`src/reset_config_sequencer_regs.svh`:
```
/*
  Constants of the reset and start-up configuration sequencer: latched pin field
  positions, the two-wire memory probe range and offsets, and reset timing counts.
  Assumes a 100 MHz system clock and inclusion by bare name.
*/
// Function
// - a low master reset pulse of 20ns fully resets a powered device
// - sequence starts at master reset rising edge only with test mode input high
// - in reset: clock outputs off, pins inputs, serial port silent
// - before release: load factory info block, then calibrate and lock system PLL
// - latch pin levels at reset rising edge; driver holds them about 10ns
// - after release build register image at defaults, pins and outputs unchanged
// - serial protocol from latched pin; peripheral mode defaults to four-wire
// - valid memory update found: load, apply, restart from initial reset state
// - latched pins pick OTP configuration; missing or bad flags error, good reports number
// - OTP configuration overwrites only listed registers; others keep defaults
// - configuration programming PLL feedback divider starts calibration at once; code does this only for OTP configuration (i_cfg_fbdiv)
// - after OTP load, serial port switches to protocol the loaded registers select
// - memory search skips bad blocks until range covered or one block applied
// - OTP hotfix loads into RAM and runs after searches, before completion
// - completion order: PLL relock, serial, apply image, outputs, monitors, alarms
// - status bits show failures, including finishing with defaults only
// - probe addresses 1010000..1010111 at 1MHz, then 400kHz, then 100kHz
// - skip every memory search while serial port is in peripheral mode
// - configuration search checks offsets 0x0000 and 0xF000
// - fewer than four selection pins fill low bits, upper bits zero
`ifndef RESET_CONFIG_SEQUENCER_REGS_SVH
`define RESET_CONFIG_SEQUENCER_REGS_SVH

// -----------------------------------------------------------------------------
// latched pin fields
// -----------------------------------------------------------------------------
`define RCS_SEL_LSB        0
`define RCS_SEL_W          4
`define RCS_GPIO_EE_EN     4
`define RCS_GPIO_SPI       5

// -----------------------------------------------------------------------------
// two-wire memory probe
// -----------------------------------------------------------------------------
`define RCS_EE_BASE_HI     4'hA
`define RCS_EE_LAST_IDX    3'h7
`define RCS_EE_OFF_LOW     16'h0000
`define RCS_EE_OFF_HIGH    16'hF000

// -----------------------------------------------------------------------------
// timing
// -----------------------------------------------------------------------------
`define RCS_CLK_NS         10
`define RCS_MIN_LOW_NS     20
`define RCS_MIN_LOW_CYC    ((`RCS_MIN_LOW_NS + `RCS_CLK_NS - 1) / `RCS_CLK_NS)
`define RCS_PIN_HOLD_NS    10

`endif

```
`src/rcs_pkg.sv`:
```
/*
  Types of the reset and start-up configuration sequencer.
  Assumes nothing of its surroundings.
*/
package rcs_pkg;

  // sequencer stages
  typedef enum logic [4:0] {
    S_INFO, S_PLL0, S_HOLD, S_DEFAULTS, S_PROBE, S_UPDATE, S_OTP, S_EECFG,
    S_HOTFIX, S_RECAL, S_SERIAL, S_APPLY, S_OUTPUTS, S_MONITORS, S_ALARMS, S_RUN
  } seq_state_t;

  // jobs handed to the loader engine
  typedef enum logic [2:0] {
    T_INFO, T_DEFAULTS, T_PROBE, T_UPDATE, T_OTP_CFG, T_EE_CFG, T_HOTFIX, T_APPLY
  } task_t;

  // two-wire master speed during the probe sweep
  typedef enum logic [1:0] {
    EE_1MHZ, EE_400KHZ, EE_100KHZ
  } ee_speed_t;

endpackage : rcs_pkg

```
`src/reset_config_sequencer.sv`:
```
/*
  Reset and start-up configuration sequencer. Watches the master reset pin, latches
  start-up pins, and steps a loader engine through info load, defaults, memory probe,
  update scan, OTP and memory configuration, hotfix and completion.
  Assumes the loader engine and PLL run on i_sys_clk and answer one job at a time.
*/
`timescale 1ns/100ps
`include "reset_config_sequencer_regs.svh"

module reset_config_sequencer #(
  parameter int GPIO_W   = 8,
  parameter int SEL_PINS = 4
) (
  input  wire logic              i_sys_clk,
  input  wire logic              i_rst_n,
  input  wire logic              i_ce,
  input  wire logic              i_master_reset_n,
  input  wire logic              i_test_mode_n,
  input  wire logic [GPIO_W-1:0] i_gpio,
  output logic                   o_task_req,
  output rcs_pkg::task_t         o_task,
  input  wire logic              i_task_done,
  input  wire logic              i_task_ok,
  output logic [6:0]             o_ee_addr,
  output rcs_pkg::ee_speed_t     o_ee_speed,
  output logic [15:0]            o_ee_offset,
  output logic [3:0]             o_cfg_sel,
  input  wire logic              i_cfg_fbdiv,
  input  wire logic              i_cfg_spi_mode,
  input  wire logic              i_cfg_spi_3wire,
  input  wire logic              i_hotfix_present,
  output logic                   o_pll_cal_start,
  input  wire logic              i_pll_lock,
  output logic                   o_spi_mode,
  output logic                   o_spi_4wire,
  output logic                   o_serial_en,
  output logic                   o_clk_out_en,
  output logic                   o_gpio_out_en,
  output logic                   o_mon_en,
  output logic                   o_alarm_en,
  output logic                   o_seq_done,
  output logic [3:0]             o_cfg_num,
  output logic [6:0]             o_status
);

  // -----------------------------------------------------------------------------
  // state
  // -----------------------------------------------------------------------------
  typedef struct packed {
    rcs_pkg::seq_state_t state;
    rcs_pkg::task_t      tsk;
    logic                busy;
    logic [1:0]          low_cnt;
    logic                in_reset;
    logic                pin_prev;
    logic                released;
    logic [GPIO_W-1:0]   gpio_lat;
    logic [2:0]          ee_idx;
    rcs_pkg::ee_speed_t  ee_spd;
    logic                ee_off;
    logic                ee_found;
    logic                upd_done;
    logic                cfg_loaded;
    logic                pll_start;
    logic                spi_mode;
    logic                spi_4wire;
    logic                serial_en;
    logic                outputs_en;
    logic                mon_en;
    logic                alarm_en;
    logic                seq_done;
    logic [3:0]          cfg_num;
    logic                otp_ok;
    logic                otp_err;
    logic                ee_absent;
    logic                ee_cfg_ok;
    logic                ee_cfg_none;
  } seq_t;

  seq_t              st;
  seq_t              next_st;
  logic [GPIO_W+1:0] sync_bus;
  logic              pin_s;
  logic              test_s;
  logic [GPIO_W-1:0] gpio_s;
  logic              rise;
  logic              go;
  logic              skip;

  // zero-extended configuration selection from latched pins
  function automatic logic [3:0] sel_of(input logic [GPIO_W-1:0] g);
    logic [3:0] s;
    s = '0;
    s[SEL_PINS-1:0] = g[`RCS_SEL_LSB +: SEL_PINS];
    return s;
  endfunction : sel_of

  // job that a stage hands to the loader engine
  function automatic rcs_pkg::task_t task_of(input rcs_pkg::seq_state_t s);
    unique case (s)
      rcs_pkg::S_DEFAULTS: return rcs_pkg::T_DEFAULTS;
      rcs_pkg::S_PROBE:    return rcs_pkg::T_PROBE;
      rcs_pkg::S_UPDATE:   return rcs_pkg::T_UPDATE;
      rcs_pkg::S_OTP:      return rcs_pkg::T_OTP_CFG;
      rcs_pkg::S_EECFG:    return rcs_pkg::T_EE_CFG;
      rcs_pkg::S_HOTFIX:   return rcs_pkg::T_HOTFIX;
      rcs_pkg::S_APPLY:    return rcs_pkg::T_APPLY;
      default:             return rcs_pkg::T_INFO;
    endcase
  endfunction : task_of

  // -----------------------------------------------------------------------------
  // pin synchronisers
  // -----------------------------------------------------------------------------
  pin_sync #(
    .W (GPIO_W + 2)
  ) u_pin_sync (
    .i_sys_clk (i_sys_clk),
    .i_rst_n   (i_rst_n),
    .i_ce      (i_ce),
    .i_pin     ({i_test_mode_n, i_master_reset_n, i_gpio}),
    .o_sync    (sync_bus)
  );

  assign test_s = sync_bus[GPIO_W+1];
  assign pin_s  = sync_bus[GPIO_W];
  assign gpio_s = sync_bus[GPIO_W-1:0];
  assign rise   = pin_s & ~st.pin_prev;

  // -----------------------------------------------------------------------------
  // next state
  // -----------------------------------------------------------------------------
  always_comb begin
    next_st           = st;
    next_st.pll_start = 1'b0;
    next_st.pin_prev  = pin_s;
    go                = 1'b0;
    // stages whose job is not needed fall straight through
    skip = (st.state == rcs_pkg::S_PROBE &&
            (!st.gpio_lat[`RCS_GPIO_EE_EN] || st.spi_mode)) ||
           (st.state == rcs_pkg::S_UPDATE && (!st.ee_found || st.upd_done)) ||
           (st.state == rcs_pkg::S_EECFG && (!st.ee_found || st.spi_mode)) ||
           (st.state == rcs_pkg::S_HOTFIX && !i_hotfix_present);

    // one job at a time: issue, then wait for its done pulse
    if (task_of(st.state) != rcs_pkg::T_INFO || st.state == rcs_pkg::S_INFO) begin
      if (!skip && !st.busy) begin
        next_st.busy = 1'b1;
        next_st.tsk  = task_of(st.state);
      end else if (st.busy && i_task_done) begin
        next_st.busy = 1'b0;
        go           = 1'b1;
      end
    end

    unique case (st.state)
      rcs_pkg::S_INFO: begin
        if (go) next_st.state = rcs_pkg::S_PLL0;
      end
      rcs_pkg::S_PLL0: begin
        // lock may be stale while the start pulse stands, so it is judged after it
        if (!st.busy) begin
          next_st.busy      = 1'b1;
          next_st.pll_start = 1'b1;
        end else if (!st.pll_start && i_pll_lock) begin
          next_st.busy  = 1'b0;
          next_st.state = rcs_pkg::S_HOLD;
        end
      end
      rcs_pkg::S_HOLD: begin
        if (st.released) next_st.state = rcs_pkg::S_DEFAULTS;
      end
      rcs_pkg::S_DEFAULTS: begin
        if (go) begin
          next_st.spi_mode  = st.gpio_lat[`RCS_GPIO_SPI];
          next_st.spi_4wire = 1'b1;
          next_st.ee_idx    = '0;
          next_st.ee_spd    = rcs_pkg::EE_1MHZ;
          next_st.state     = rcs_pkg::S_PROBE;
        end
      end
      rcs_pkg::S_PROBE: begin
        if (skip) begin
          next_st.state = rcs_pkg::S_UPDATE;
        end else if (go && i_task_ok) begin
          next_st.ee_found = 1'b1;
          next_st.state    = rcs_pkg::S_UPDATE;
        end else if (go) begin
          // sweep all eight addresses, then drop to the next slower speed
          next_st.ee_idx = st.ee_idx + 3'h1;
          if (st.ee_idx == `RCS_EE_LAST_IDX) begin
            unique case (st.ee_spd)
              rcs_pkg::EE_1MHZ:   next_st.ee_spd = rcs_pkg::EE_400KHZ;
              rcs_pkg::EE_400KHZ: next_st.ee_spd = rcs_pkg::EE_100KHZ;
              default: begin
                next_st.ee_absent = 1'b1;
                next_st.state     = rcs_pkg::S_UPDATE;
              end
            endcase
          end
        end
      end
      rcs_pkg::S_UPDATE: begin
        if (go && i_task_ok) begin
          // update applied: back to the initial reset state, once per pin reset
          next_st.upd_done = 1'b1;
          next_st.state    = rcs_pkg::S_INFO;
        end else if (skip || go) begin
          next_st.state = rcs_pkg::S_OTP;
        end
      end
      rcs_pkg::S_OTP: begin
        if (go && i_task_ok) begin
          next_st.cfg_loaded = 1'b1;
          next_st.otp_ok     = 1'b1;
          next_st.cfg_num    = sel_of(st.gpio_lat);
          next_st.pll_start  = i_cfg_fbdiv;
          next_st.spi_mode   = i_cfg_spi_mode;
          next_st.spi_4wire  = !i_cfg_spi_3wire;
        end else if (go) begin
          next_st.otp_err = 1'b1;
        end
        next_st.ee_off = 1'b0;
        if (go) next_st.state = rcs_pkg::S_EECFG;
      end
      rcs_pkg::S_EECFG: begin
        if (go && i_task_ok) begin
          next_st.cfg_loaded = 1'b1;
          next_st.ee_cfg_ok  = 1'b1;
          next_st.state      = rcs_pkg::S_HOTFIX;
        end else if (skip || (go && st.ee_off)) begin
          next_st.ee_cfg_none = st.ee_found && !skip;
          next_st.state       = rcs_pkg::S_HOTFIX;
        end else if (go) begin
          next_st.ee_off = 1'b1;
        end
      end
      rcs_pkg::S_HOTFIX: begin
        if (skip || go) next_st.state = rcs_pkg::S_RECAL;
      end
      rcs_pkg::S_RECAL: begin
        if (!st.cfg_loaded) begin
          next_st.state = rcs_pkg::S_SERIAL;
        end else if (!st.busy) begin
          next_st.busy      = 1'b1;
          next_st.pll_start = 1'b1;
        end else if (!st.pll_start && i_pll_lock) begin
          next_st.busy  = 1'b0;
          next_st.state = rcs_pkg::S_SERIAL;
        end
      end
      rcs_pkg::S_SERIAL: begin
        next_st.serial_en = 1'b1;
        next_st.state     = rcs_pkg::S_APPLY;
      end
      rcs_pkg::S_APPLY: begin
        if (go) next_st.state = rcs_pkg::S_OUTPUTS;
      end
      rcs_pkg::S_OUTPUTS: begin
        next_st.outputs_en = 1'b1;
        next_st.state      = rcs_pkg::S_MONITORS;
      end
      rcs_pkg::S_MONITORS: begin
        next_st.mon_en = 1'b1;
        next_st.state  = rcs_pkg::S_ALARMS;
      end
      rcs_pkg::S_ALARMS: begin
        next_st.alarm_en = 1'b1;
        next_st.seq_done = 1'b1;
        next_st.state    = rcs_pkg::S_RUN;
      end
      rcs_pkg::S_RUN: begin
        next_st.state = rcs_pkg::S_RUN;
      end
    endcase

    // master reset pin: a long enough low restarts everything, overriding the above
    if (!pin_s) begin
      if (st.low_cnt != 2'h3) next_st.low_cnt = st.low_cnt + 2'h1;
      if (32'(st.low_cnt) + 32'd1 >= `RCS_MIN_LOW_CYC) begin
        // once in reset, info load and calibration keep stepping while the pin stays low
        if (!st.in_reset) begin
          next_st            = '0;
          next_st.low_cnt    = st.low_cnt;
          next_st.in_reset   = 1'b1;
          next_st.state      = rcs_pkg::S_INFO;
          next_st.tsk        = rcs_pkg::T_INFO;
          next_st.ee_spd     = rcs_pkg::EE_1MHZ;
          next_st.spi_4wire  = 1'b1;
          if (st.low_cnt != 2'h3) next_st.low_cnt = st.low_cnt + 2'h1;
        end
      end
    end else begin
      next_st.low_cnt = '0;
      // release only counts with the test input high
      if (rise && st.in_reset && test_s) begin
        next_st.in_reset = 1'b0;
        next_st.released = 1'b1;
        next_st.gpio_lat = gpio_s;
      end
    end
  end

  // -----------------------------------------------------------------------------
  // registers
  // -----------------------------------------------------------------------------
  always_ff @(posedge i_sys_clk or negedge i_rst_n) begin
    if (!i_rst_n) begin
      st           <= '0;
      st.in_reset  <= 1'b1;
      st.spi_4wire <= 1'b1;
    end else if (i_ce) begin
      st <= next_st;
    end
  end

  // -----------------------------------------------------------------------------
  // outputs
  // -----------------------------------------------------------------------------
  assign o_task_req      = st.busy && st.state != rcs_pkg::S_PLL0 && st.state != rcs_pkg::S_RECAL;
  assign o_task          = st.tsk;
  assign o_ee_addr       = {`RCS_EE_BASE_HI, st.ee_idx};
  assign o_ee_speed      = st.ee_spd;
  assign o_ee_offset     = st.ee_off ? `RCS_EE_OFF_HIGH : `RCS_EE_OFF_LOW;
  assign o_cfg_sel       = sel_of(st.gpio_lat);
  assign o_pll_cal_start = st.pll_start;
  assign o_spi_mode      = st.spi_mode;
  assign o_spi_4wire     = st.spi_4wire;
  assign o_serial_en     = st.serial_en;
  assign o_clk_out_en    = st.outputs_en;
  assign o_gpio_out_en   = st.outputs_en;
  assign o_mon_en        = st.mon_en;
  assign o_alarm_en      = st.alarm_en;
  assign o_seq_done      = st.seq_done;
  assign o_cfg_num       = st.cfg_num;
  // load and failure summary, defaults-only in the top bit
  assign o_status = {st.seq_done && !st.cfg_loaded, st.ee_cfg_none, st.ee_absent,
                     st.otp_err, st.upd_done, st.otp_ok, st.ee_cfg_ok};

  // -----------------------------------------------------------------------------
  // checks
  // -----------------------------------------------------------------------------
  chk_reset_quiet: assert property (@(posedge i_sys_clk) disable iff (!i_rst_n)
    st.in_reset |-> !o_serial_en && !o_clk_out_en && !o_gpio_out_en)
    else $error("outputs active during reset");

  chk_low_pulse: assert property (@(posedge i_sys_clk) disable iff (!i_rst_n)
    (i_ce && !pin_s) [*2] |=> st.in_reset)
    else $error("two low samples did not reset");

  chk_latch_edge: assert property (@(posedge i_sys_clk) disable iff (!i_rst_n)
    i_ce && rise && st.in_reset && test_s |=> st.gpio_lat == $past(gpio_s) && st.released)
    else $error("pins not latched at release");

  chk_test_block: assert property (@(posedge i_sys_clk) disable iff (!i_rst_n)
    i_ce && rise && st.in_reset && !test_s |=> st.in_reset)
    else $error("sequence left reset in test mode");

  chk_spi_no_ee: assert property (@(posedge i_sys_clk) disable iff (!i_rst_n)
    o_task_req && (o_task == rcs_pkg::T_PROBE || o_task == rcs_pkg::T_EE_CFG) |-> !st.spi_mode)
    else $error("memory access in peripheral mode");

  chk_probe_addr: assert property (@(posedge i_sys_clk) disable iff (!i_rst_n)
    o_task_req && o_task == rcs_pkg::T_PROBE |-> o_ee_addr[6:3] == 4'hA)
    else $error("probe address out of range");

  chk_cfg_offset: assert property (@(posedge i_sys_clk) disable iff (!i_rst_n)
    o_task_req && o_task == rcs_pkg::T_EE_CFG |-> o_ee_offset inside {16'h0000, 16'hF000})
    else $error("bad configuration offset");

  chk_fbdiv_cal: assert property (@(posedge i_sys_clk) disable iff (!i_rst_n)
    i_ce && st.state == rcs_pkg::S_OTP && st.busy && i_task_done && i_task_ok && i_cfg_fbdiv
    && pin_s |=> o_pll_cal_start)
    else $error("calibration not started after divider load");

  chk_done_order: assert property (@(posedge i_sys_clk) disable iff (!i_rst_n)
    $rose(o_seq_done) |-> o_alarm_en && $past(o_mon_en) && o_serial_en && o_clk_out_en)
    else $error("completion steps out of order");

  chk_update_restart: assert property (@(posedge i_sys_clk) disable iff (!i_rst_n)
    i_ce && st.state == rcs_pkg::S_UPDATE && st.busy && i_task_done && i_task_ok && pin_s
    |=> st.state == rcs_pkg::S_INFO && st.upd_done)
    else $error("update did not restart sequence");

endmodule : reset_config_sequencer

```
`src/pin_sync.sv`:
```
/*
  Two flip-flop synchroniser for a group of pin levels.
  Assumes pins are asynchronous to i_sys_clk; resets every stage to zero.
*/
`timescale 1ns/100ps

module pin_sync #(
  parameter int W = 1
) (
  input  wire logic         i_sys_clk,
  input  wire logic         i_rst_n,
  input  wire logic         i_ce,
  input  wire logic [W-1:0] i_pin,
  output logic      [W-1:0] o_sync
);

  logic [W-1:0] meta;

  // -----------------------------------------------------------------------------
  // first stage feeds only the second
  // -----------------------------------------------------------------------------
  always_ff @(posedge i_sys_clk or negedge i_rst_n) begin
    if (!i_rst_n) begin
      meta   <= '0;
      o_sync <= '0;
    end else if (i_ce) begin
      meta   <= i_pin;
      o_sync <= meta;
    end
  end

endmodule : pin_sync

```
`config.mk`:
```
export PLATFORM = sky130hd
export DESIGN_NAME = reset_config_sequencer
export DESIGN_NICKNAME = d
export VERILOG_FILES = /design/src/rcs_pkg.sv /design/src/reset_config_sequencer.sv /design/src/pin_sync.sv
export VERILOG_INCLUDE_DIRS = /design/src
export SDC_FILE = /design/constraint.sdc
export NUM_CORES = 1
export LEC_CHECK = 0
export BUFFER_PORTS_ARGS = -buffer_cell sky130_fd_sc_hd__clkbuf_2
export CORE_ASPECT_RATIO = 0.9
export CORE_UTILIZATION = 50
export CTS_CLUSTER_SIZE = 40
export DETAILED_ROUTE_END_ITERATION = 8
export PLACE_DENSITY = 0.83
export SLEW_MARGIN = 5
export SYNTH_ARGS = -nofsm -noshare
export SYNTH_HDL_FRONTEND = slang
export SYNTH_SLANG_ARGS = --single-unit
```
`constraint.sdc`:
```
create_clock -name i_sys_clk -period 2 [get_ports i_sys_clk]
set_clock_uncertainty 0.05 [all_clocks]
set_input_delay 0.4 -clock i_sys_clk [delete_from_list [all_inputs] [get_ports i_sys_clk]]
set_output_delay 0.4 -clock i_sys_clk [all_outputs]
set_load 0.03 [all_outputs]
```
# Yosys cells after proc, flatten, opt, wreduce, memory -nomap -nowiden
# Index checks and enable logic that the tools add are counted.
# word_totals
out_inout_bits	53
input_bits	20
ff_bits	66
wordCells	184
# op_classes
add_sub_neg	3
order_cmp	1
muxes	86
eq_ne	22
bitwise_logic	2
n_reduce_logical	40
# ops
cell	n
5-bit two-way mux	25
48-bit two-way mux	2
5-bit case mux with 15 select lines	1
5-bit by 4-bit == test with 1-bit output (second input constant)	8
1-bit two-way mux	35
9-bit two-way mux	3
26-bit two-way mux	1
3-bit case mux with 7 select lines	1
5-bit by 3-bit == test with 1-bit output (second input constant)	4
16-bit two-way mux	1
1-bit logical AND	15
5-bit by 2-bit == test with 1-bit output (second input constant)	2
2-bit two-way mux	5
5-bit case mux with 2 select lines	1
1-bit logical OR	9
1-bit zero test	8
4-bit two-way mux	2
2-bit case mux with 2 select lines	2
3-bit two-way mux	2
6-bit two-way mux	1
1-bit case mux with 2 select lines	3
5-bit by 1-bit == test with 1-bit output (second input constant)	1
5-bit zero test	1
5-bit by 1-bit != test with 1-bit output (second input constant)	1
other kinds (18)	20

# Logic depth before layout (Yosys ltp)
# depth
depth_word	18
mapped_depth	9
depth_no_buf	8

# By module
# A second synthesis with hierarchy kept.
# hier_totals
cells_unflattened	369
area_unflattened_um2	3843.7
# by_module_without_submodules
module	seq_area_each_um2	area_per_inst_um2	n_inst	cells_per_inst
reset_config_sequencer	1153.6	3020.4	1	327
pin_sync	500.5	823.3	1	42

# Worst setup path before layout
# No wires, ideal clock.
# synth_path
path_type	reg2reg
startpoint	register st[46] in the netlist's numbering
endpoint	register st (netlist bit o_ee_addr[0])
path_stages_with_launch	9
arrival_ns	1.793
path_buffers	2
setup_slack_ns	0.084
period_less_slack_ns	1.916
setup_ns	0.073
t_required_ns	1.877
cell_sequence	dfrtp_1 > nand2b_1 > buf_6 > o32ai_4 > buf_6 > inv_1 > ha_1 > a311o_1 > a21oi_2
# synth_via
elab_chain_len	16
elab_cells_between_ends	31
cone_classes	eq/ne: 7; mux: 11; reduce/logical: 13
# synth_lines
item	line_no	rtl
from (decl)	reset_config_sequencer.sv:80	seq_t st;
from (signal assigned)	reset_config_sequencer.sv:313	st <= next_st;
5-bit by 3-bit == test with 1-bit output (on tied branches)	--	
1-bit logical AND (on tied branches)	reset_config_sequencer.sv:139, reset_config_sequencer.sv:141	
1-bit logical OR (3 in series)	reset_config_sequencer.sv:139	skip = (st.state == rcs_pkg::S_PROBE &&
1-bit zero test	reset_config_sequencer.sv:147	if (!skip && !st.busy) begin
1-bit logical AND	reset_config_sequencer.sv:147	
1-bit two-way mux	reset_config_sequencer.sv:147	
1-bit two-way mux	reset_config_sequencer.sv:146	if (task_of(st.state) != rcs_pkg::T_INFO || st.state == rcs_pkg::S_INFO) begin
5-bit two-way mux / 1-bit logical AND (equally long branches)	reset_config_sequencer.sv:188, reset_config_sequencer.sv:185	
5-bit two-way mux	reset_config_sequencer.sv:185	end else if (go && i_task_ok) begin
5-bit two-way mux	reset_config_sequencer.sv:183	if (skip) begin
5-bit case mux with 2 select lines *	reset_config_sequencer.sv:156	unique case (st.state)
48-bit two-way mux	reset_config_sequencer.sv:282	if (!st.in_reset) begin
48-bit two-way mux	reset_config_sequencer.sv:280	if (32'(st.low_cnt) + 32'd1 >= `RCS_MIN_LOW_CYC) begin
26-bit two-way mux *	reset_config_sequencer.sv:278	if (!pin_s) begin
# Every way passes the cells marked *; elsewhere a longest branch is shown, timed or not. The select of a mux whose other input is x is not followed.
# A chain may end at the register's enable or synchronous reset.

# Worst setup path in the final report
# layout_path
startpoint	register st[45] in the netlist's numbering
endpoint	register st (netlist bit o_status[5])
# layout_via
elab_chain_len	17
elab_cells_between_ends	32
cone_classes	eq/ne: 7; mux: 9; reduce/logical: 16
# layout_lines
item	line_no	rtl
5-bit by 3-bit == test with 1-bit output (on tied branches)	reset_config_sequencer.sv:100, reset_config_sequencer.sv:139, reset_config_sequencer.sv:141	
1-bit logical AND (on tied branches)	reset_config_sequencer.sv:139, reset_config_sequencer.sv:141	
1-bit logical OR (3 in series)	reset_config_sequencer.sv:139	
1-bit zero test	reset_config_sequencer.sv:147, reset_config_sequencer.sv:232	
1-bit logical AND	reset_config_sequencer.sv:147	
1-bit two-way mux	reset_config_sequencer.sv:147	
1-bit two-way mux	reset_config_sequencer.sv:146	
1-bit logical AND	reset_config_sequencer.sv:231	end else if (skip || (go && st.ee_off)) begin
1-bit logical OR	reset_config_sequencer.sv:231	
1-bit two-way mux	reset_config_sequencer.sv:231	
1-bit two-way mux	reset_config_sequencer.sv:227	if (go && i_task_ok) begin
2-bit two-way mux *	reset_config_sequencer.sv:156	
48-bit two-way mux	reset_config_sequencer.sv:282	
48-bit two-way mux	reset_config_sequencer.sv:280	
26-bit two-way mux *	reset_config_sequencer.sv:278	
# Marked as above.

==> results_dict.tcl <==
set metrics [dict create \
    ys_ff_latch 62 \
    nNetsFinal 501 \
    syn_area_sq_um 3690 \
    yosysSeqAreaShare_pct 42.1 \
    syn_area_per_cell_sq_um 9.85 \
    htree_num_levels 3 \
    core_region_area_sq_um 7110 \
    die_area_sq_um 7730 \
    syn2layout_area_growth_pct 28.8 \
    mostFrequentLayoutCells "buf_4 (73), dfrtp_1 (56), clkbuf_2 (53), nor2_1 (33)" \
    start_util_pct 51.9 \
    fin_setup_tns_ns -0.102 \
    worstMarginPinSlew_ns 0.623 \
    p_per_area_nw_per_um2 1300 \
    clock_sinks 62 \
    ioPinCount 73 \
    async_flop_share_pct 100 \
    start_kind "flip-flop" \
    path_buf_inv 2 \
    clk_latency_ns 0.35 \
    slowest_stage "dfrtp_2" \
    slowest_delay_ns 0.49 \
    avgRoutedWirePerCell_um 18.5 \
    drv_cap 0 \
    vias 3290 \
    drive_above_1_share_pct 45.1 \
    worstPathRequired_ns 2.19 \
    synth_edf_count 0 \
    detailed_place_hpwl_um 7500 \
    antenna_found_initial 0 \
    antennaDiodeCount 0 \
    path_class "reg2reg" \
    wl_um 10600 \
    cts-buffers-inserted 9 \
    vias_per_cell 5.75 \
    cp_cell_sequence "nand4bb_4 > o32ai_4 > buf_4 > buf_6 > nand3b_1 > a221o_1 > a21oi_1 > nor2_1" \
    setup_slack_ns -0.0554 \
    gp_congestion 0.917 \
    grt_first_pass_wirelength_um 16500 \
    fill_cells 557 \
    root_buffer "clkbuf_8" \
    yosysWarnings 0 \
    grt_pass1_vias 3149 \
    status "finished, violations left" \
    dr.pass1.iters 5 \
    r2r_slack_ns -0.06 \
    port-buffer-count 54 \
    grt_max_degree 33 \
    hold_viol 3 \
    gr-total-overflow 0 \
    whs_ns -0.00260 \
    setup_viol 3 \
    path_max_fanout 7 \
    drc_errors 0 \
    end_kind "flip-flop" \
    report.final.slew_viol_count 0 \
    layout_commonest_cell "buf_4" \
    rows 29 \
    max-vdd-ir-drop_uv 570 \
    r2r-end "o_status[5]" \
    rsz0062_at_grt "true" \
    synthCells 375 \
    r2r_cells 8 \
    die_h_um 83.5 \
    seqCellArea_sq_um 1560 \
    power_mw 6.19 \
    synth.distinct_cells 64 \
    max_freq_mhz 487 \
    tritoncts "built" \
    path_clk_slew_ns 0.08 \
    timing.rr.start "st[45]" \
    postRouteAntennaNets 0 \
    leakage_nw 2.29 \
    finalCritPeriodShare_pct 103 \
    violations "negative hold slack, negative setup slack" \
    finalCriticalPeriod_ns 2.06 \
    cp_top_family "compound AO/OA/AOI/OAI gates" \
    gr-usage-all-layers_pct 28.1 \
    clockBufferDepth 2 \
    relSlewSlack_pct 58.5 \
    die_w_um 92.6 \
    drtIter0Drc 309 \
    synthFlopType "dfrtp_1" \
    cp.arrival_ns 2.25 \
    min_path_type "in2async" \
    multi_input_area_sq_um 1850 \
]
-- state kept, by name (all words and copies together) (netlist names), 2 cells and up --
name,flops
u_pin_sync.meta,8
o_ee_speed,2
o_cfg_num,4
o_task,3
o_status,6
o_ee_addr,3
st,16
u_pin_sync.o_sync,8
o_cfg_sel,4
-- power by group --
group          total [mW]  internal [mW]  switching (mW)
registers            1.74           1.52           0.220
logic                3.18           1.43            1.74
clock network        1.28          0.717           0.560
-- cell type report --
class / instances / area share [%]
Sequential cell: 62 / 32.8
Clock inverter: 7 / 2.10
Multi-Input combinational cell: 249 / 38.8
Tap cell: 93 / 2.45
Clock buffer: 9 / 2.60
Timing Repair Buffer: 138 / 20.2
Inverter: 14 / 1.10
-- synthesized netlist by cell type (4+ instances only) --
| master | count | area [sq um] |
|---|---|---|
| a31oi_1 | 9 | 56.3 |
| nand2_1 | 20 | 75.1 |
| nor3_1 | 11 | 55.1 |
| a21oi_1 | 18 | 90.1 |
| a22o_1 | 13 | 114 |
| nor2b_1 | 8 | 50.1 |
| dfrtp_1 | 60 | 1500 |
| buf_2 | 7 | 35.0 |
| o22ai_1 | 4 | 25.0 |
| clkbuf_1 | 8 | 30.0 |
| and2_1 | 8 | 50.1 |
| inv_1 | 14 | 52.6 |
| a21o_1 | 4 | 30.0 |
| mux2_2 | 17 | 191 |
| o21ai_0 | 9 | 45.0 |
| buf_6 | 4 | 45.0 |
| nor2_1 | 37 | 139 |
| and3_1 | 5 | 31.3 |
| a32o_1 | 5 | 50.1 |
| ha_1 | 7 | 87.6 |
| buf_4 | 45 | 338 |
-- how the worst max path moves through the flow --
stage	startpoint	endpoint	slack, ns	depth (start not counted)
after floorplan	st[46]	o_ee_addr[0]	0.08	8
after global placement	st[45]	o_ee_speed[1]	-0.07	7
after detailed placement	st[45]	o_ee_speed[0]	-0.08	7
after CTS	st[45]	o_ee_speed[0]	-0.002	7
after global routing	st[45]	o_ee_speed[0]	-0.13	8
final	st[45]	o_status[5]	-0.06	8
-- through the flow --
stage | utilization, % | std cells | worst slack (ns) | instance area [sq um] | hold WS, ns
after floorplan | - | 389 | 0.0835 | 3750 | 0.0544
after global placement | 58.7 | 536 | -0.0684 | 4180 | 0.375
after detailed placement | 58.7 | 536 | -0.0837 | 4180 | 0.393
after CTS | 64.0 | 561 | -0.00159 | 4550 | 0.00701
after global routing | 66.9 | 572 | -0.127 | 4760 | 0.0225
final | 66.9 | 572 | -0.0554 | 4760 | -0.00260
-- logic make-up after synthesis --
family                     synth area share [%]
muxes                                      5.45
buffers and inverters                      13.5
other                                     0.203
and+or+nand+nor                            15.7
xor gates and xnor gates                  0.440
adders and majority gates                  2.37
AOI/OAI and AO/OA                          20.3
DFF                                        42.1
-- metal layers --
metal	vias up	GRT usage, %	part of all wire (%)
li1	1485	-	-
met1	1619	38.9	43
met2	156	43.0	48
met3	30	6.01	6.3
met4	0	11.2	2.9
met5	-	0	0
-- repair_timing --
| action | CTS | global route |
|---|---|---|
| cloned | 0 | 0 |
| resized for setup | 20 | 31 |
| pin swaps | 5 | 15 |
| hold buffers | 0 | 0 |
| setup buffers | 10 | 12 |
| setup endpoints to repair | 23 | 32 |
(Power assumes the default switching activity.)
